<file path="config.mk">
export PLATFORM = sky130hd
export DESIGN_NAME = port_frame_statistics
export DESIGN_NICKNAME = d
export VERILOG_FILES = /design/src/hdl/port_stats_pkg.sv /design/src/hdl/size_bucket_classify.sv /design/src/hdl/port_frame_statistics.sv
export VERILOG_INCLUDE_DIRS = /design/src /design/src/hdl
export SDC_FILE = /design/constraint.sdc
export NUM_CORES = 1
export LEC_CHECK = 0
export ABC_AREA = 1
export BUFFER_PORTS_ARGS = -buffer_cell sky130_fd_sc_hd__buf_2
export CORE_UTILIZATION = 30
export DETAILED_ROUTE_END_ITERATION = 10
export PLACE_DENSITY = 0.51
export SYNTH_ARGS = -nofsm -noshare
export SYNTH_HDL_FRONTEND = slang
export SYNTH_SLANG_ARGS = --single-unit
</file>
<file path="constraint.sdc">
create_clock -name core_clk_i -period 8.6 [get_ports core_clk_i]
set_input_delay 0.86 -clock core_clk_i [delete_from_list [all_inputs] [get_ports core_clk_i]]
set_output_delay 0.86 -clock core_clk_i [all_outputs]
set_load 0.03 [all_outputs]
</file>
<file path="src/hdl/port_stats_defs.svh">
// Port statistics constants: offsets, thresholds and reset values.
// Assumes a 32-bit APB register bus with aligned word registers.
`ifndef PORT_STATS_DEFS_SVH
`define PORT_STATS_DEFS_SVH

// Register byte offsets
`define OFS_BUCKET_EXACT_MIN  12'h000
`define OFS_BUCKET_SECOND     12'h004
`define OFS_BUCKET_THIRD      12'h008
`define OFS_BUCKET_FOURTH     12'h00C
`define OFS_BUCKET_FIFTH      12'h010
`define OFS_BUCKET_LARGEST    12'h014
`define OFS_LINK_UTIL_BYTES   12'h018
`define OFS_RX_START_OVERRUN  12'h01C
`define OFS_RX_MIDDLE_OVERRUN 12'h020
`define OFS_RX_DMA_OVERRUN    12'h024
`define OFS_MAX_RX_LEN        12'h028
`define OFS_STATS_CTRL        12'h02C

// Frame size thresholds in bytes
`define LEN_MIN_FRAME     16'h0040
`define LEN_SECOND_LO     16'h0041
`define LEN_SECOND_HI     16'h007F
`define LEN_THIRD_LO      16'h0080
`define LEN_THIRD_HI      16'h00FF
`define LEN_FOURTH_LO     16'h0100
`define LEN_FOURTH_HI     16'h01FF
`define LEN_FIFTH_LO      16'h0200
`define LEN_FIFTH_HI      16'h03FF
`define LEN_LARGEST_LO    16'h0400

// Reset values
`define RST_MAX_RX_LEN    16'h05EE
`define RST_STATS_CTRL    32'h0000_0000

// Control register field positions
`define CTRL_FREEZE_BIT   0
`define CTRL_CLEAR_BIT    1

`endif

</file>
<file path="src/hdl/port_stats_pkg.sv">
// Types shared by the port statistics block.
// Assumes the constants header is compiled alongside.
package port_stats_pkg;

	// Receive frame end report from the MAC receive path
	typedef struct packed {
		logic        valid;
		logic [15:0] length;
		logic        accepted;
		logic        sof_overrun;
		logic        mid_frame_overrun;
		logic        fifo_drop;
		logic        dma_sof_zero;
		logic        dma_mid_zero;
	} rx_report_t;

	// Transmit attempt end report from the MAC transmit path
	typedef struct packed {
		logic        valid;
		logic [15:0] length;
		logic        late_coll;
		logic        excess_coll;
		logic        carrier_err;
		logic        collision;
		logic        pause;
	} tx_report_t;

	// Size bucket one-hot
	typedef struct packed {
		logic largest;
		logic fifth;
		logic fourth;
		logic third;
		logic second;
		logic exact_min;
	} bucket_hit_t;

	typedef enum logic [1:0] {
		ACC_IDLE  = 2'b00,
		ACC_SETUP = 2'b01,
		ACC_DONE  = 2'b10
	} apb_phase_t;

endpackage

</file>
<file path="src/hdl/size_bucket_classify.sv">
// Maps one frame length onto the size bucket it falls into.
// Assumes the length is the byte count of a frame that qualifies.
`timescale 1ns/1ns
`default_nettype none
`include "port_stats_defs.svh"

module size_bucket_classify (
	input  wire logic [15:0]               len_i,
	input  wire logic [15:0]               max_len_i,
	input  wire logic                      is_rx_i,
	input  wire logic                      qualify_i,
	output wire port_stats_pkg::bucket_hit_t hit_o
);
	import port_stats_pkg::*;

	wire in_largest = (len_i >= `LEN_LARGEST_LO) &&
		(!is_rx_i || len_i <= max_len_i);

	// Bucket ranges never overlap
	assign hit_o.exact_min = qualify_i && (len_i == `LEN_MIN_FRAME);
	assign hit_o.second    = qualify_i && (len_i >= `LEN_SECOND_LO) &&
		(len_i <= `LEN_SECOND_HI);
	assign hit_o.third     = qualify_i && (len_i >= `LEN_THIRD_LO) &&
		(len_i <= `LEN_THIRD_HI);
	assign hit_o.fourth    = qualify_i && (len_i >= `LEN_FOURTH_LO) &&
		(len_i <= `LEN_FOURTH_HI);
	assign hit_o.fifth     = qualify_i && (len_i >= `LEN_FIFTH_LO) &&
		(len_i <= `LEN_FIFTH_HI);
	assign hit_o.largest   = qualify_i && in_largest;

endmodule // size_bucket_classify
`default_nettype wire

</file>
<file path="src/hdl/port_frame_statistics.sv">
// Per-port frame statistics counters with an APB register slave.
// Assumes one end report per rx frame and per tx attempt from the MAC paths,
// synchronous to core_clk_i, and a standard APB master.
//
// Chosen here: the address map and register access over APB.
`timescale 1ns/1ns
`default_nettype none
`include "port_stats_defs.svh"

module port_frame_statistics #(
	parameter int CNT_W = 32
) (
	input  wire logic                   core_clk_i,
	input  wire logic                   rst_n_i,
	// APB slave
	input  wire logic                   psel_i,
	input  wire logic                   penable_i,
	input  wire logic                   pwrite_i,
	input  wire logic [11:0]            paddr_i,
	input  wire logic [31:0]            pwdata_i,
	input  wire logic [3:0]             pstrb_i,
	output logic                        pready_o,
	output logic [31:0]                 prdata_o,
	output logic                        pslverr_o,
	// Frame reports
	input  wire port_stats_pkg::rx_report_t rx_rep_i,
	input  wire port_stats_pkg::tx_report_t tx_rep_i,
	input  wire logic                   rx_jam_start_i,
	input  wire logic [15:0]            rx_bytes_before_jam_i
);
	import port_stats_pkg::*;

	// ----------------------------------------------------------
	// Helpers
	// ----------------------------------------------------------
	function automatic logic [CNT_W-1:0] bump(
		input logic [CNT_W-1:0] cur,
		input logic             hit
	);
		bump = hit ? cur + CNT_W'(1) : cur;
	endfunction

	function automatic logic [31:0] widen(input logic [CNT_W-1:0] v);
		widen = 32'(v);
	endfunction

	// ----------------------------------------------------------
	// Configuration registers
	// ----------------------------------------------------------
	logic [15:0]      max_rx_frame_length_q;
	logic             freeze_q;

	// ----------------------------------------------------------
	// APB decode
	// ----------------------------------------------------------
	wire access     = psel_i && penable_i;
	wire wr_access  = access && pwrite_i;
	wire sel_maxlen = paddr_i == `OFS_MAX_RX_LEN;
	wire sel_ctrl   = paddr_i == `OFS_STATS_CTRL;
	wire addr_ok    = (paddr_i[1:0] == 2'b00) &&
		(paddr_i <= `OFS_STATS_CTRL);
	wire clear_req  = wr_access && sel_ctrl && pstrb_i[0] &&
		pwdata_i[`CTRL_CLEAR_BIT];
	wire ctr_en     = !freeze_q;

	assign pready_o  = 1'b1;
	assign pslverr_o = access && !addr_ok;

	// ----------------------------------------------------------
	// Frame qualification
	// ----------------------------------------------------------
	// Errors such as CRC or underrun are not inputs here at all
	wire tx_bad     = tx_rep_i.late_coll || tx_rep_i.excess_coll ||
		tx_rep_i.carrier_err;
	// Carrier-lost 64-byte transmit still lands in the min bucket
	wire tx_cl_min  = tx_rep_i.carrier_err && !tx_rep_i.late_coll &&
		!tx_rep_i.excess_coll &&
		(tx_rep_i.length == `LEN_MIN_FRAME);
	// A retried collision attempt is not a finished frame
	wire tx_final   = tx_rep_i.valid && !tx_rep_i.collision;
	wire tx_qual    = tx_final && (!tx_bad || tx_cl_min);
	wire rx_qual    = rx_rep_i.valid;

	wire [15:0] tx_len_eff = tx_rep_i.pause ? `LEN_MIN_FRAME :
		tx_rep_i.length;

	bucket_hit_t rx_hit;
	bucket_hit_t tx_hit;

	size_bucket_classify u_rx_class (
		.len_i     (rx_rep_i.length),
		.max_len_i (max_rx_frame_length_q),
		.is_rx_i   (1'b1),
		.qualify_i (rx_qual),
		.hit_o     (rx_hit)
	);

	size_bucket_classify u_tx_class (
		.len_i     (tx_len_eff),
		.max_len_i (max_rx_frame_length_q),
		.is_rx_i   (1'b0),
		.qualify_i (tx_qual),
		.hit_o     (tx_hit)
	);

	// ----------------------------------------------------------
	// Counter state
	// ----------------------------------------------------------
	logic [CNT_W-1:0] size_bucket_exact_min_q;
	logic [CNT_W-1:0] size_bucket_second_q;
	logic [CNT_W-1:0] size_bucket_third_q;
	logic [CNT_W-1:0] size_bucket_fourth_q;
	logic [CNT_W-1:0] size_bucket_fifth_q;
	logic [CNT_W-1:0] size_bucket_largest_q;
	logic [CNT_W-1:0] link_utilisation_bytes_q;
	logic [CNT_W-1:0] rx_start_overrun_count_q;
	logic [CNT_W-1:0] rx_middle_overrun_count_q;
	logic [CNT_W-1:0] rx_dma_overrun_count_q;

	// Rx and tx may both hit one bucket in the same cycle
	function automatic logic [CNT_W-1:0] bump2(
		input logic [CNT_W-1:0] cur,
		input logic             a,
		input logic             b
	);
		bump2 = cur + CNT_W'(a) + CNT_W'(b);
	endfunction

	// ----------------------------------------------------------
	// Net octet sum
	// ----------------------------------------------------------
	// Every attempt, any size, any error, retries again each time
	wire [15:0] rx_oct = rx_rep_i.valid ? rx_rep_i.length :
		16'h0000;
	// Length reports bytes actually sent, pre-loss or pre-collision
	wire [15:0] tx_oct = tx_rep_i.valid ? tx_rep_i.length :
		16'h0000;
	// Bytes up to the jam, jam itself not included
	wire [15:0] jam_oct = rx_jam_start_i ? rx_bytes_before_jam_i :
		16'h0000;
	wire [CNT_W-1:0] oct_add = CNT_W'(rx_oct) + CNT_W'(tx_oct) +
		CNT_W'(jam_oct);

	// ----------------------------------------------------------
	// Overrun qualification
	// ----------------------------------------------------------
	wire rx_sof_hit = rx_rep_i.valid && rx_rep_i.accepted &&
		(rx_rep_i.sof_overrun || rx_rep_i.fifo_drop);
	wire rx_mid_hit = rx_rep_i.valid && rx_rep_i.accepted &&
		rx_rep_i.mid_frame_overrun;
	// No error flags reach this term
	wire rx_dma_hit = rx_rep_i.valid && rx_rep_i.accepted &&
		(rx_rep_i.dma_sof_zero || rx_rep_i.dma_mid_zero);

	// ----------------------------------------------------------
	// Config registers
	// ----------------------------------------------------------
	always_ff @(posedge core_clk_i or negedge rst_n_i) begin
		if (!rst_n_i) begin
			max_rx_frame_length_q <= `RST_MAX_RX_LEN;
			freeze_q              <= 1'b0;
		end else if (wr_access && sel_maxlen) begin
			if (pstrb_i[0])
				max_rx_frame_length_q[7:0] <= pwdata_i[7:0];
			if (pstrb_i[1])
				max_rx_frame_length_q[15:8] <= pwdata_i[15:8];
		end else if (wr_access && sel_ctrl && pstrb_i[0]) begin
			freeze_q <= pwdata_i[`CTRL_FREEZE_BIT];
		end
	end

	// ----------------------------------------------------------
	// Counters
	// ----------------------------------------------------------
	always_ff @(posedge core_clk_i or negedge rst_n_i) begin
		if (!rst_n_i) begin
			size_bucket_exact_min_q   <= '0;
			size_bucket_second_q      <= '0;
			size_bucket_third_q       <= '0;
			size_bucket_fourth_q      <= '0;
			size_bucket_fifth_q       <= '0;
			size_bucket_largest_q     <= '0;
			link_utilisation_bytes_q  <= '0;
			rx_start_overrun_count_q  <= '0;
			rx_middle_overrun_count_q <= '0;
			rx_dma_overrun_count_q    <= '0;
		end else if (clear_req) begin
			size_bucket_exact_min_q   <= '0;
			size_bucket_second_q      <= '0;
			size_bucket_third_q       <= '0;
			size_bucket_fourth_q      <= '0;
			size_bucket_fifth_q       <= '0;
			size_bucket_largest_q     <= '0;
			link_utilisation_bytes_q  <= '0;
			rx_start_overrun_count_q  <= '0;
			rx_middle_overrun_count_q <= '0;
			rx_dma_overrun_count_q    <= '0;
		end else if (ctr_en) begin
			size_bucket_exact_min_q <= bump2(size_bucket_exact_min_q,
				rx_hit.exact_min, tx_hit.exact_min);
			size_bucket_second_q <= bump2(size_bucket_second_q,
				rx_hit.second, tx_hit.second);
			size_bucket_third_q <= bump2(size_bucket_third_q,
				rx_hit.third, tx_hit.third);
			size_bucket_fourth_q <= bump2(size_bucket_fourth_q,
				rx_hit.fourth, tx_hit.fourth);
			size_bucket_fifth_q <= bump2(size_bucket_fifth_q,
				rx_hit.fifth, tx_hit.fifth);
			size_bucket_largest_q <= bump2(size_bucket_largest_q,
				rx_hit.largest, tx_hit.largest);
			link_utilisation_bytes_q <= link_utilisation_bytes_q +
				oct_add;
			rx_start_overrun_count_q <= bump(rx_start_overrun_count_q,
				rx_sof_hit);
			rx_middle_overrun_count_q <= bump(rx_middle_overrun_count_q,
				rx_mid_hit);
			rx_dma_overrun_count_q <= bump(rx_dma_overrun_count_q,
				rx_dma_hit);
		end
	end

	// ----------------------------------------------------------
	// Read mux
	// ----------------------------------------------------------
	logic [31:0] rd_d;

	always_comb begin
		case (paddr_i)
			`OFS_BUCKET_EXACT_MIN:  rd_d = widen(size_bucket_exact_min_q);
			`OFS_BUCKET_SECOND:     rd_d = widen(size_bucket_second_q);
			`OFS_BUCKET_THIRD:      rd_d = widen(size_bucket_third_q);
			`OFS_BUCKET_FOURTH:     rd_d = widen(size_bucket_fourth_q);
			`OFS_BUCKET_FIFTH:      rd_d = widen(size_bucket_fifth_q);
			`OFS_BUCKET_LARGEST:    rd_d = widen(size_bucket_largest_q);
			`OFS_LINK_UTIL_BYTES:   rd_d = widen(link_utilisation_bytes_q);
			`OFS_RX_START_OVERRUN:  rd_d = widen(rx_start_overrun_count_q);
			`OFS_RX_MIDDLE_OVERRUN: rd_d = widen(rx_middle_overrun_count_q);
			`OFS_RX_DMA_OVERRUN:    rd_d = widen(rx_dma_overrun_count_q);
			`OFS_MAX_RX_LEN:        rd_d = {16'h0000, max_rx_frame_length_q};
			`OFS_STATS_CTRL:        rd_d = {31'h0, freeze_q};
			default:                rd_d = 32'h0000_0000;
		endcase
	end

	// Read data registered during setup, valid in the access phase
	always_ff @(posedge core_clk_i or negedge rst_n_i) begin
		if (!rst_n_i)
			prdata_o <= 32'h0000_0000;
		else if (psel_i && !penable_i && !pwrite_i)
			prdata_o <= rd_d;
	end

endmodule // port_frame_statistics
`default_nettype wire

</file>
; Word level (Yosys, flattened, before mapping)
; Index checks and enable logic that the tools add are counted.
[word_totals]
register_bits = 369
latch_bits = 0
ramBits = 0
romBits = 0
in_bits = 115
output_inout_bits = 34
elab_cells = 159
n_memories = 0
[classes]
n_addsub = 18
n_mul = 0
div_mod_pow = 0
magnitude_cmp = 20
n_eq_ne = 15
n_shift = 0
muxes = 28
bitwise_logic = 1
reduce_logical = 63
[ops]
columns = operator, n
row1 = 2-to-1 mux 32 bit, 23
row2 = adder 32 x 1 -> 32 bit, 12
row3 = one-hot mux 32 bit (12 select lines), 1
row4 = adder 32 x 1 -> 32 bit (second input constant), 3
row5 = 2-to-1 mux 16 bit, 4
row6 = equality test 12 x 5 -> 1 bit (second input constant), 4
row7 = equality test 12 x 6 -> 1 bit (second input constant), 4
row8 = equality test 16 x 7 -> 1 bit (second input constant), 3
row9 = logical AND 1 bit, 40
row10 = adder 32 x 18 -> 32 bit, 1
row11 = greater-or-equal comparator 16 x 10 -> 1 bit (second input constant), 2
row12 = greater-or-equal comparator 16 x 11 -> 1 bit (second input constant), 2
row13 = greater-or-equal comparator 16 x 7 -> 1 bit (second input constant), 2
row14 = greater-or-equal comparator 16 x 8 -> 1 bit (second input constant), 2
row15 = greater-or-equal comparator 16 x 9 -> 1 bit (second input constant), 2
row16 = <= comparator 16 x 10 -> 1 bit (second input constant), 2
row17 = <= comparator 16 x 7 -> 1 bit (second input constant), 2
row18 = <= comparator 16 x 8 -> 1 bit (second input constant), 2
row19 = <= comparator 16 x 9 -> 1 bit (second input constant), 2
row20 = equality test 12 x 4 -> 1 bit (second input constant), 2
row21 = adder 17 x 16 -> 18 bit, 1
row22 = adder 16 x 16 -> 17 bit, 1
row23 = <= comparator 16 bit, 1
row24 = equality test 12 x 3 -> 1 bit (second input constant), 1
row25 = other kinds (9), 26

; Depth between registers and ports, before layout
; Gate-level depths: netlist of the first run.
[logic_depth]
word_depth = 11
ltp_mapped = 23
mapped_depth_nobuf = 23

; Hierarchy
; From an unflattened synthesis of the first run, not the netlist that was laid out.
[hier_totals]
hier_cells = 4263
area_unflattened_um2 = 27589.0
[modules_own_cells]
columns = module, instances, cells_per_inst, area_each_um2, seq_area_each_um2
row1 = port_frame_statistics, 1, 4079, 26470.4, 9243.9
row2 = size_bucket_classify, 2, 92, 559.3, 0.0

; Least setup slack after synthesis of the first run
; OpenSTA, ideal clock, no wires.
[synth_path]
path_type = input-to-reg
from = input port rx_rep_i[22] (netlist name)
to = register link_utilisation_bytes_q[21]
setup_time_ps = 119
t_arrival_ps = 3906
required_ps = 8481
setup_slack_ps = 4575
cell_stages = 15
path_buffers = 2
cell_sequence = clkbuf_1 > clkbuf_1 > nand2_1 > fa_1 > fa_1 > inv_1 > ha_1 > fa_1 > nand2_1 > nand3_1 > and2_1 > nand3b_1 > nand3_1 > a21oi_1 > nor2_1
[synth_via]
elab_chain_cells = 6
[synth_lines]
columns = item, line
row1 = "start, declared", port_frame_statistics.sv:26  ; input wire port_stats_pkg::rx_report_t rx_rep_i,
row2 = 2-to-1 mux 16 bit, port_frame_statistics.sv:133  ; wire [15:0] rx_oct = rx_rep_i.valid ? rx_rep_i.length :
row3 = adder 16 x 16 -> 17 bit, port_frame_statistics.sv:141  ; wire [CNT_W-1:0] oct_add = CNT_W'(rx_oct) + CNT_W'(tx_oct) +
row4 = adder 17 x 16 -> 18 bit, port_frame_statistics.sv:141
row5 = adder 32 x 18 -> 32 bit, port_frame_statistics.sv:211  ; link_utilisation_bytes_q <= link_utilisation_bytes_q +
row6 = 2-to-1 mux 32 bit, port_frame_statistics.sv:198  ; end else if (ctr_en) begin
row7 = 2-to-1 mux 32 bit, port_frame_statistics.sv:187  ; end else if (clear_req) begin
row8 = "end signal, assigned", port_frame_statistics.sv:211
row9 = "end, declared", port_frame_statistics.sv:115  ; logic [CNT_W-1:0] link_utilisation_bytes_q;
; No other way between the ends. The select of a mux whose other input is x is not followed.
; A chain may end at the register's enable or synchronous reset.

; Worst setup path after layout of the first run
[layout_path]
from = input port tx_rep_i[21] (netlist name)
to = register size_bucket_second_q[24]
[layout_via]
elab_chain_cells = 7
[layout_lines]
columns = item, line
row1 = "start, declared", port_frame_statistics.sv:27  ; input wire port_stats_pkg::tx_report_t tx_rep_i,
row2 = logical AND 1 bit, port_frame_statistics.sv:80  ; wire tx_final = tx_rep_i.valid && !tx_rep_i.collision;
row3 = logical AND 1 bit, port_frame_statistics.sv:81  ; wire tx_qual = tx_final && (!tx_bad || tx_cl_min);
row4 = logical AND 1 bit (2 in series), size_bucket_classify.sv:21  ; assign hit_o.second = qualify_i && (len_i >= `LEN_SECOND_LO) &&
row5 = adder 32 x 1 -> 32 bit, port_frame_statistics.sv:126  ; bump2 = cur + CNT_W'(a) + CNT_W'(b);
row6 = 2-to-1 mux 32 bit, port_frame_statistics.sv:198
row7 = 2-to-1 mux 32 bit, port_frame_statistics.sv:187
row8 = "end signal, assigned", port_frame_statistics.sv:201  ; size_bucket_second_q <= bump2(size_bucket_second_q,
row9 = "end, declared", port_frame_statistics.sv:110  ; logic [CNT_W-1:0] size_bucket_second_q;
; No other way between the ends. The select of a mux whose other input is x is not followed.

==> key figures, run 1 <==
Clock tree
  – Setup bufs post-CTS: 0
  – H-tree levels: 2
  – Clock Sinks: between 300 and 400
  – Cts hold-fix bufs: 0
  – CTS buffer count: 47
  – PostCTS Resize Cnt: 0
  – CTS tree: yes
  – Clock root buffer: clkbuf_16
  – Clock slew at reported path FFs: 0.06 ns
  – Skew-Pair Late Insertion Delay: around 0.62 ns
  – Maximum clock path buffer count: 3

Place
  – Worst slack, placed: 3.81 ns
  – I/O Buffers: around 130
  – RD Place Congestion: 0.929
  – DP Area: 29000 µm²
  – Dpl hpwl: around 79000 µm
  – Cells after DPL: around 5400

Route
  – Pre-Repair DR Iteration Count: 6
  – Vias per cell: just over 5
  – Vias: 28000
  – # DRC: 0
  – Post-route ant nets: 0
  – Routed length per instance: about 19 µm
  – Drt initial violations: roughly 2800
  – Total Wirelength: roughly 110000 µm

Cells and area
  – Area growth syn-to-layout: 12.0%
  – Share of cells above drive strength 1: ~6.6%
  – # diodes: 0
  – NumNets Final: 4512
  – Fin cells: roughly 5500
  – Final Cell Area: 30500 µm²

Timing
  – Worst hold slack: 0.287 ns
  – Final worst-path cycle share: 48.1%
  – Fin. max-slew vios: 0
  – RSZ-0062 raised after global routing: false
  – Worst Slack Setup Final: between 4 and 5 ns
  – Worst slew pin tran: ~1.2 ns
  – Setup TNS: 0 ns
  – Clock period minus worst slack: between 4 and 5 ns
  – Fmax: around 240 MHz
  – Worst slew margin: between 10% and 20%
  – Setup Skew: about 0.039 ns
  – # setup viols final: 0
  – Final hold vios: 0

Critical path
  – Crit-path leading delay family: simple AND/OR/NAND/NOR gates
  – WS Path Type: in2reg
  – Crit path buf inv count: 3
  – Top cell by count, worst path: nand2_1
  – Crit path largest cell delay: roughly 0.8 ns
  – Critical Path Source Type: input port
  – Crit path max fanout: 17
  – Slowest-stage cell, CP: nor4b_1
  – Worst EP arrival: 4.69 ns
  – Worst-path cell chain: buf_2 > nor4b_1 > nand4_1 > fa_1 > inv_1 > ha_1 > nand2_1 > inv_1 > nand2_1 > nor3_1 > nand2_1 > nor2_1 > nand3_1 > nand2_1 > nand2_1 > nor2_1
  – CP Capture Type: flip-flop
  – WP data required: 9.15 ns

Global routing
  – Global route hottest layer: met1
  – Met3 global-route usage: 6.09%
  – First-pass GRT wire length: around 160000 µm
  – Initial antenna violation count: 5
  – Grt total ovfl: 0
  – Pin count of the biggest net entering global routing: approximately 150
  – Met2 Use GR: between 30% and 40%
  – Met1 Use GR: between 30 and 40%
  – Vias in the first global route: between 20000 and 30000
  – Overall Global Routing Usage: a little under a quarter

Logic synthesis
  – Synth warn: 0
  – Post-Syn Area: about 27000 µm²
  – Sequential area share after synthesis: about a third
  – Fraction of registers with async set/reset: between 90% and 100%
  – Seq cells post-synth: between 300 and 400
  – Post-synth EDFFs: 0
  – Netlist cell types: 55
  – Syn Area/Cell: ~6.4 µm²
  – Mapped Cells: between 4000 and 5000
  – Ys flop type: dfrtp_1
  – Syn nets: about 4500

Power
  – Power density over the cells: roughly 130 nW/µm²
  – Pleak: 15.1 nW
  – Peak VDD IR: roughly 0.00012 V

Floorplan
  – DIE WIDTH: about 300 µm
  – Rows: 110
  – Die Area: 92000 µm²
  – Die Y-Extent: 303 µm
  – Initial Utilization: a little under a third
  – Ports: around 150
  – Core Region: ~90000 µm²

Worst hold path
  – Worst hold-check path type: in2async

Flow run
  – Max-cap violation count: 0

Outcome
  – Status: finished clean
## flip-flops by register name (all words and copies together), names as in the netlist
signal and count:
link_utilisation_bytes_q 32, prdata_o 32, rx_dma_overrun_count_q 32, rx_middle_overrun_count_q 32, rx_start_overrun_count_q 32, size_bucket_exact_min_q 32, size_bucket_fifth_q 32, size_bucket_fourth_q 32
size_bucket_largest_q 32, size_bucket_second_q 32, size_bucket_third_q 32, max_rx_frame_length_q 16, freeze_q 1
## area by class of cell
class,instances,area [µm²]
clock buffer,73,1440
tap,1176,1470
inverter,482,1820
multi-input combinational,3259,15500
timing repair buffer,156,883
sequential,369,9240
clock inverter,11,123
fill,10000,59500
## cells by family (layout without fill, tap and decap cells)
group | Yosys count | after routing | share of synthesized area [%]
flip-flops | 369 | 369 | 33.9
AND/OR/NAND/NOR | 2825 | 2825 | 44.6
AO/OA/AOI/OAI | 308 | 308 | 6.14
other | 1 | 1 | 0.0138
XOR/XNOR | 43 | 43 | 1.38
adder cells (fa/ha/maj) | 82 | 82 | 4.81
buffers and inverters | 625 | 722 | 9.14
## cell usage after synthesis (all sizes together), types with 3 or more instances
| cell | instances | area, µm² |
|---|---|---|
| o221ai | 5 | 43.8 |
| nor2 | 650 | 2500 |
| nand3 | 587 | 2970 |
| nor3 | 129 | 656 |
| xnor2 | 9 | 78.8 |
| nand4 | 124 | 797 |
| clkbuf | 45 | 169 |
| fa | 38 | 761 |
| o21a | 3 | 22.5 |
| inv | 482 | 1810 |
| o211ai | 5 | 37.5 |
| dfrtp | 361 | 9030 |
| nor4 | 9 | 62.6 |
| o22ai | 15 | 93.8 |
| o21ai | 138 | 691 |
| a21o | 6 | 45.0 |
| o21bai | 6 | 45.0 |
| or2 | 8 | 50.1 |
| xor2 | 34 | 298 |
| buf | 98 | 512 |
| a31oi | 5 | 31.3 |
| nand3b | 25 | 188 |
| and2 | 3 | 18.8 |
| ha | 44 | 551 |
| o31ai | 8 | 60.1 |
| nand2 | 1276 | 4810 |
| a21oi | 111 | 556 |
| a211oi | 4 | 30.0 |
| nor3b | 6 | 45.0 |
| dfstp | 8 | 210 |
## metal layers
metal / share of wire [%] / vias up
li1: - / 13800
met1: 48 / 13100
met2: 40 / 906
met3: 8.8 / 151
met4: 2.9 / 10
met5: 0.057 / -
## through the flow
stage,util (%),power (W)
6_report,33.9,0.00407
5_1_grt,33.9,0.00421
4_1_cts,33.9,0.00411
3_5_place_dp,32.2,0.00205
3_3_place_gp,32.2,0.00205
2_1_floorplan,-,0.00193
## layout by cell type, fill, tap and decap left out, types with 34 or more instances in the layout
master     Yosys  routed
fa_1          38      38
nor3_1       127     126
o21ai_0      136     136
nand2_1     1271    1271
a21oi_1      111     111
nand3_1      583     583
xor2_1        34      34
buf_2         82     128
nor2_1       637     629
clkbuf_16      0      48
ha_1          44      44
dfrtp_1      361     361
nand4_1      122     122
inv_1        477     476
## power breakdown
| part | total (W) | switching, W | internal (W) | leakage (nW) |
|---|---|---|---|---|
| clock network | 0.00205 | 0.000847 | 0.00120 | 0.768 |
| registers | 0.00174 | 0.00000226 | 0.00174 | 4.52 |
| logic | 0.000280 | 0.000196 | 0.0000848 | 9.86 |
## path summary, 6_finish.rpt
kind,to,depth (start not counted),slack [ns],start
setup reg to reg,size_bucket_largest_q[17]$_DFFE_PN0P_,19,4.71,max_rx_frame_length_q[14]$_DFFE_PN0P_
hold / removal,size_bucket_exact_min_q[0]$_DFFE_PN0P_,1,0.29,rst_n_i
min in group core_clk_i,max_rx_frame_length_q[1]$_DFFE_PN1P_,2,0.47,max_rx_frame_length_q[1]$_DFFE_PN1P_
max in group asynchronous,rx_dma_overrun_count_q[10]$_DFFE_PN0P_,2,6.82,rst_n_i
hold reg to reg,max_rx_frame_length_q[1]$_DFFE_PN1P_,2,0.47,max_rx_frame_length_q[1]$_DFFE_PN1P_
setup / recovery,size_bucket_second_q[24]$_DFFE_PN0P_,16,4.46,tx_rep_i[21]
(Power assumes the default switching activity.)
==> run 2: changes to the inputs <==
--- a/config.mk
+++ b/config.mk
@@ -10,7 +10,7 @@
 export BUFFER_PORTS_ARGS = -buffer_cell sky130_fd_sc_hd__buf_2
 export CORE_UTILIZATION = 30
 export DETAILED_ROUTE_END_ITERATION = 10
-export PLACE_DENSITY = 0.51
+export PLACE_DENSITY = 0.53
 export SYNTH_ARGS = -nofsm -noshare
 export SYNTH_HDL_FRONTEND = slang
 export SYNTH_SLANG_ARGS = --single-unit
==> constraint.sdc (replaced) <==
create_clock -name core_clk_i -period 3.59 [get_ports core_clk_i]
set_input_delay 0.359 -clock core_clk_i [delete_from_list [all_inputs] [get_ports core_clk_i]]
set_output_delay 0.359 -clock core_clk_i [all_outputs]
set_load 0.03 [all_outputs]
==> key figures, run 2 (same netlist as run 1, synthesis figures left out) <==
Route
  – Vias: 28800 (+2.8%)
  – Vias per cell: 5.09 (+0.21%)
  – Pre-Repair DR Iteration Count: 6 (unchanged)
  – Drt initial violations: 2973 (+5.7%)
  – Total Wirelength: 108000 µm (+1.9%)
  – Routed length per instance: 19.0 µm (-0.67%)
  – Post-route ant nets: 0 (unchanged)
  – # DRC: 0 (unchanged)

Critical path
  – Worst-path cell chain: inv_1 > ha_1 > nand2_1 > inv_1 > nand4_1 > nor3_1 > nand3_1 > nand2_1 > nand2_1 > fa_1 > inv_1 > ha_1 > nand2_1 > nor2_2 > nand2_1 > nor2_2 > nand2_1 > nor2_1 > nand3_1 > nand2_1 > nand2_1 > nor2_1
  – CP Capture Type: flip-flop
  – Slowest-stage cell, CP: dfstp_2
  – Crit path largest cell delay: 0.52 ns (-0.27 ns)
  – Critical Path Source Type: flip-flop
  – WP data required: 4.12 ns (-5.03 ns)
  – Worst EP arrival: 3.89 ns (-0.80 ns)
  – WS Path Type: reg2reg
  – Top cell by count, worst path: nand2_1
  – Crit path max fanout: 2 (-15)

Clock tree
  – Clock root buffer: clkbuf_16
  – Setup bufs post-CTS: 0 (unchanged)
  – Clock Sinks: 369 (unchanged)
  – Clock slew at reported path FFs: 0.06 ns (about the same)
  – H-tree levels: 2 (unchanged)
  – CTS buffer count: 48 (+2.1%)
  – Skew-Pair Late Insertion Delay: 0.62 ns (about the same)
  – CTS tree: yes
  – Maximum clock path buffer count: 3 (unchanged)

Timing
  – Final worst-path cycle share: about 94%
  – Final hold vios: 0 (unchanged)
  – Worst slew pin tran: 0.910 ns (-0.293 ns)
  – Setup Skew: 0.0409 ns (+0.00182 ns)
  – Fmax: a little under 300 MHz
  – RSZ-0062 raised after global routing: true
  – Worst slew margin: 39.3% (+20 points)
  – # setup viols final: 0 (unchanged)
  – Clock period minus worst slack: about 3.4 ns
  – Worst hold slack: 0.0422 ns (-0.244 ns)
  – Fin. max-slew vios: 0 (unchanged)

Cells and area
  – Area growth syn-to-layout: 16.7%
  – Fin cells: 5670 (+2.6%)
  – Fillers: 9913 (-1.0%)
  – # diodes: 0 (unchanged)
  – Reg area: 9240 µm² (unchanged)
  – NumNets Final: 4652 (+3.1%)
  – Most common cell after layout, fill and taps aside: nand2_1
  – Share of cells above drive strength 1: 9.46% (+2.8 points)
  – Multi-input logic area: 15600 µm² (+0.18%)
  – Most frequent cells in the layout: nand2_1, nor2_1, nand3_1, inv_1, dfrtp_1

Place
  – Cells after DPL: 5566 (+2.3%)
  – I/O Buffers: 129 (unchanged)
  – Dpl hpwl: 83100 µm (+4.7%)
  – RD Place Congestion: 0.932 (+0.34%)

Global routing
  – Pin count of the biggest net entering global routing: 82 (-44%)
  – First-pass GRT wire length: 166000 µm (+3.2%)
  – Grt total ovfl: 0 (unchanged)
  – Initial antenna violation count: 1 (-4)
  – Overall Global Routing Usage: 23.5% (+0.51 points)
  – Vias in the first global route: 27000 (+3.1%)

Power
  – Peak VDD IR: 0.000301 V (+160%)
  – Pleak: 15.9 nW (+5.1%)
  – Power density over the cells: 324 nW/µm² (+140%)

Floorplan
  – DIE WIDTH: 303 µm (unchanged)
  – Die Y-Extent: 303 µm (unchanged)
  – Initial Utilization: 30.3% (unchanged)
  – Die Area: 92000 µm² (unchanged)
  – Core Region: 90000 µm² (unchanged)
  – Rows: 110 (unchanged)
  – Ports: 149 (unchanged)

Flow run
  – Max-cap violation count: 0 (unchanged)

Outcome
  – Status: finished clean

Worst hold path
  – Worst hold-check path type: in2reg
## run 2: final timing paths
kind | slack [ns] | to | start | depth (start not counted)
worst max-delay path | 0.23 | size_bucket_largest_q[18]$_DFFE_PN0P_ | max_rx_frame_length_q[10]$_DFFE_PN1P_ | 22
worst min-delay path | 0.04 | freeze_q$_DFFE_PN0P_ | pwdata_i[0] | 3
worst max register to register | 0.23 | size_bucket_largest_q[18]$_DFFE_PN0P_ | max_rx_frame_length_q[10]$_DFFE_PN1P_ | 22
worst min register to register | 0.47 | max_rx_frame_length_q[7]$_DFFE_PN1P_ | max_rx_frame_length_q[7]$_DFFE_PN1P_ | 2
max in group asynchronous | 2.23 | rx_dma_overrun_count_q[26]$_DFFE_PN0P_ | rst_n_i | 3
min in group asynchronous | 0.37 | size_bucket_second_q[0]$_DFFE_PN0P_ | rst_n_i | 2
## run 2: metrics by stage
stage                     worst slack [ns]  utilization [%]  TNS [ns]  power (W)  area (µm²)
after global placement             -0.0397             33.2   -0.0909    0.00497       29900
after CTS                            0.135             35.3         0     0.0104       31800
after floorplan                     0.0655                -         0    0.00462       27200
final                                0.231             35.3         0     0.0103       31800
after detailed placement           -0.0504             33.2    -0.115    0.00498       29900
after global routing               -0.0213             35.3   -0.0220     0.0106       31800
## run 2: area by class of cell
class	instances	share of cell area (%)
clock buffers	67	4.25
clock inverters	22	1.10
inverters	482	5.72
multi-input cells	3259	48.9
flip-flops and latches	369	29.1
well taps	1176	4.63
repair buffers	295	6.30
## run 2: layer usage
metal / share of wire [%] / wire [µm] / track usage, % / vias up
li1: - / - / - / 14100
met1: 49 / 52700 / 35.9 / 13700
met2: 42 / 45500 / 35.0 / 925
met3: 7.2 / 7750 / 3.09 / 110
met4: 1.7 / 1840 / 4.81 / 0
met5: 0 / 0 / 0 / -
## run 2: worst max-delay path: cells and delay by family (launching register included)
kind	cells	cell delay (ns)
buffers and inverters	3	0.19
and+or+nand+nor	16	1.75
DFF	1	0.52
adders and majority gates	3	0.80
## run 2: repair_timing
| item | in CTS | in global routing |
|---|---|---|
| setup endpoints to repair | 0 | 15 |
| resized for setup | 0 | 10 |
| hold buffers | 15 | 0 |
| endpoints found under the hold margin | 88 | 0 |
## run 2: where the power goes
part	total (W)	switching, W	internal (W)
sequential	0.00417	0.00000541	0.00416
clock	0.00538	0.00211	0.00327
combinational	0.000745	0.000486	0.000260
total	0.0103	0.00260	0.00770
==> run 3: changes to the inputs <==
--- a/config.mk
+++ b/config.mk
@@ -11,6 +11,7 @@
 export CORE_UTILIZATION = 30
 export DETAILED_ROUTE_END_ITERATION = 10
 export PLACE_DENSITY = 0.53
+export RECOVER_POWER = 50
 export SYNTH_ARGS = -nofsm -noshare
 export SYNTH_HDL_FRONTEND = slang
 export SYNTH_SLANG_ARGS = --single-unit
==> key figures, run 3 (same netlist as run 1, synthesis figures left out) <==
Cells and area
  – Most common cell after layout, fill and taps aside: nand2_1
  – Share of cells above drive strength 1: 9.12% (-0.33 points)
  – Most frequent cells in the layout: nand2_1, nor2_1, nand3_1, inv_1, dfrtp_1
  – NumNets Final: 4652 (unchanged)
  – # diodes: 0 (unchanged)
  – Area growth syn-to-layout: 16.5%
  – Final Cell Area: 31700 µm² (-0.19%)

Route
  – Total Wirelength: 108000 µm (-0.15%)
  – Vias per cell: 5.07 (-0.38%)
  – Vias: 28700 (-0.38%)
  – Drt initial violations: 2881 (-3.1%)
  – Routed length per instance: 19.0 µm (-0.15%)
  – Pre-Repair DR Iteration Count: 6 (unchanged)
  – Post-route ant nets: 0 (unchanged)
  – # DRC: 0 (unchanged)

Critical path
  – WP data required: 4.07 ns (-0.05 ns)
  – Worst-path cell chain: inv_1 > ha_1 > nand2_1 > inv_1 > nand4_1 > nor3_1 > nand3_1 > nand2_1 > nand2_1 > fa_1 > inv_1 > ha_1 > nand2_1 > nor2_2 > nand2_1 > nor2_2 > nand2_1 > nor2_1 > buf_4 > nand3_1 > o21ai_1 > nor2_1
  – Critical Path Source Type: flip-flop
  – Crit path largest cell delay: 0.52 ns (about the same)
  – Top cell by count, worst path: nand2_1
  – Slowest-stage cell, CP: dfstp_2
  – WS Path Type: reg2reg
  – Worst EP arrival: 3.83 ns (-0.06 ns)
  – Crit path max fanout: 4 (+2)
  – CP Capture Type: flip-flop

Timing
  – Fmax: 299 MHz (+0.48%)
  – RSZ-0062 raised after global routing: true
  – Worst slew pin tran: 2.45 ns (+1.54 ns)
  – Fin. max-slew vios: 80 (+80)
  – Clock period minus worst slack: 3.34 ns (-0.0161 ns)
  – Final hold vios: 0 (unchanged)
  – Worst hold slack: 0.0477 ns (+0.00546 ns)
  – Setup Skew: 0.0404 ns (-0.000479 ns)
  – Worst slew margin: -63.0% (-100 points)
  – Final worst-path cycle share: 93.1% (-0.45 points)
  – # setup viols final: 0 (unchanged)

Clock tree
  – Clock Sinks: 369 (unchanged)
  – Clock root buffer: clkbuf_16
  – H-tree levels: 2 (unchanged)
  – Skew-Pair Late Insertion Delay: 0.62 ns (about the same)
  – Maximum clock path buffer count: 3 (unchanged)
  – CTS buffer count: 48 (unchanged)
  – Setup bufs post-CTS: 0 (unchanged)
  – Clock slew at reported path FFs: 0.06 ns (about the same)
  – CTS tree: yes

Global routing
  – Grt total ovfl: 0 (unchanged)
  – Initial antenna violation count: 1 (unchanged)
  – Vias in the first global route: 27000 (unchanged)
  – Overall Global Routing Usage: 23.5% (unchanged)
  – Pin count of the biggest net entering global routing: 82 (unchanged)
  – First-pass GRT wire length: 166000 µm (unchanged)

Floorplan
  – Ports: 149 (unchanged)
  – Die Y-Extent: 303 µm (unchanged)
  – Rows: 110 (unchanged)
  – Core Region: 90000 µm² (unchanged)
  – DIE WIDTH: 303 µm (unchanged)
  – Die Area: 92000 µm² (unchanged)
  – Initial Utilization: 30.3% (unchanged)

Power
  – Final Power: 0.0103 W (-0.12%)
  – Power density over the cells: 324 nW/µm² (about the same)
  – Pleak: 15.8 nW (-0.51%)
  – Peak VDD IR: 0.000300 V (-0.49%)

Place
  – RD Place Congestion: 0.932 (unchanged)
  – DP Area: 29900 µm² (unchanged)
  – I/O Buffers: 129 (unchanged)
  – Dpl hpwl: 83100 µm (unchanged)

Flow run
  – Max-cap violation count: 1 (+1)

Outcome
  – Status: finished with violations
  – Failing checks: max-capacitance violations, max-slew violations

Worst hold path
  – Worst hold-check path type: in2reg
run 3: worst paths after layout:
path,start,end,slack [ns],cells after the start
min in group asynchronous,rst_n_i,size_bucket_second_q[0]$_DFFE_PN0P_,1.03,2
max in group asynchronous,rst_n_i,size_bucket_fourth_q[25]$_DFFE_PN0P_,0.55,3
setup / recovery,max_rx_frame_length_q[10]$_DFFE_PN1P_,size_bucket_largest_q[22]$_DFFE_PN0P_,0.25,22
hold / removal,pwdata_i[0],freeze_q$_DFFE_PN0P_,0.05,3
hold reg to reg,max_rx_frame_length_q[7]$_DFFE_PN1P_,max_rx_frame_length_q[7]$_DFFE_PN1P_,0.47,2
setup reg to reg,max_rx_frame_length_q[10]$_DFFE_PN1P_,size_bucket_largest_q[22]$_DFFE_PN0P_,0.25,22
run 3: final cells by class:
| type | instances | area (µm²) |
|---|---|---|
| Clock inverter | 22 | 350 |
| Multi-Input combinational cell | 3259 | 15600 |
| Sequential cell | 369 | 9240 |
| Timing Repair Buffer | 295 | 1940 |
| Tap cell | 1176 | 1470 |
| Fill cell | 9926 | 58300 |
| Inverter | 482 | 1820 |
| Clock buffer | 67 | 1350 |
run 3: per-layer routing:
layer	track usage [%]	routed length, µm	vias up
li1	-	-	14100
met3	3.09	7500	106
met1	35.9	52700	13600
met5	0	0	-
met4	4.81	1860	0
met2	35.0	45600	927
run 3: through the flow:
step	util (%)	std cells	setup WS [ns]	TNS [ns]
5_1_grt	35.3	5670	-0.0213	-0.0220
4_1_cts	35.3	5670	0.135	0
3_5_place_dp	33.2	5566	-0.0504	-0.115
3_3_place_gp	33.2	5566	-0.0397	-0.0909
2_1_floorplan	-	4253	0.0655	0
6_report	35.3	5670	0.247	0
run 3: worst max-delay path: cells and delay by family (launching register included):
family	cells	cell delay, ns
AO/OA/AOI/OAI	1	0.15
flip-flops	1	0.52
AND/OR/NAND/NOR	14	1.40
adder cells (fa/ha/maj)	3	0.80
buffers and inverters	4	0.32
run 3: where the power goes:
group | internal (W) | leakage [nW] | switching [W] | total (W)
Clock | 0.00327 | 0.844 | 0.00210 | 0.00537
Combinational | 0.000255 | 10.5 | 0.000484 | 0.000739
Sequential | 0.00417 | 4.52 | 0.00000540 | 0.00417
run 3: repair_timing:
action / 4_1_cts / 5_1_grt
hold endpoints to repair: 88 / 0
hold buffers: 15 / 0
setup endpoints to repair: 0 / 15
gates resized for setup: 0 / 10
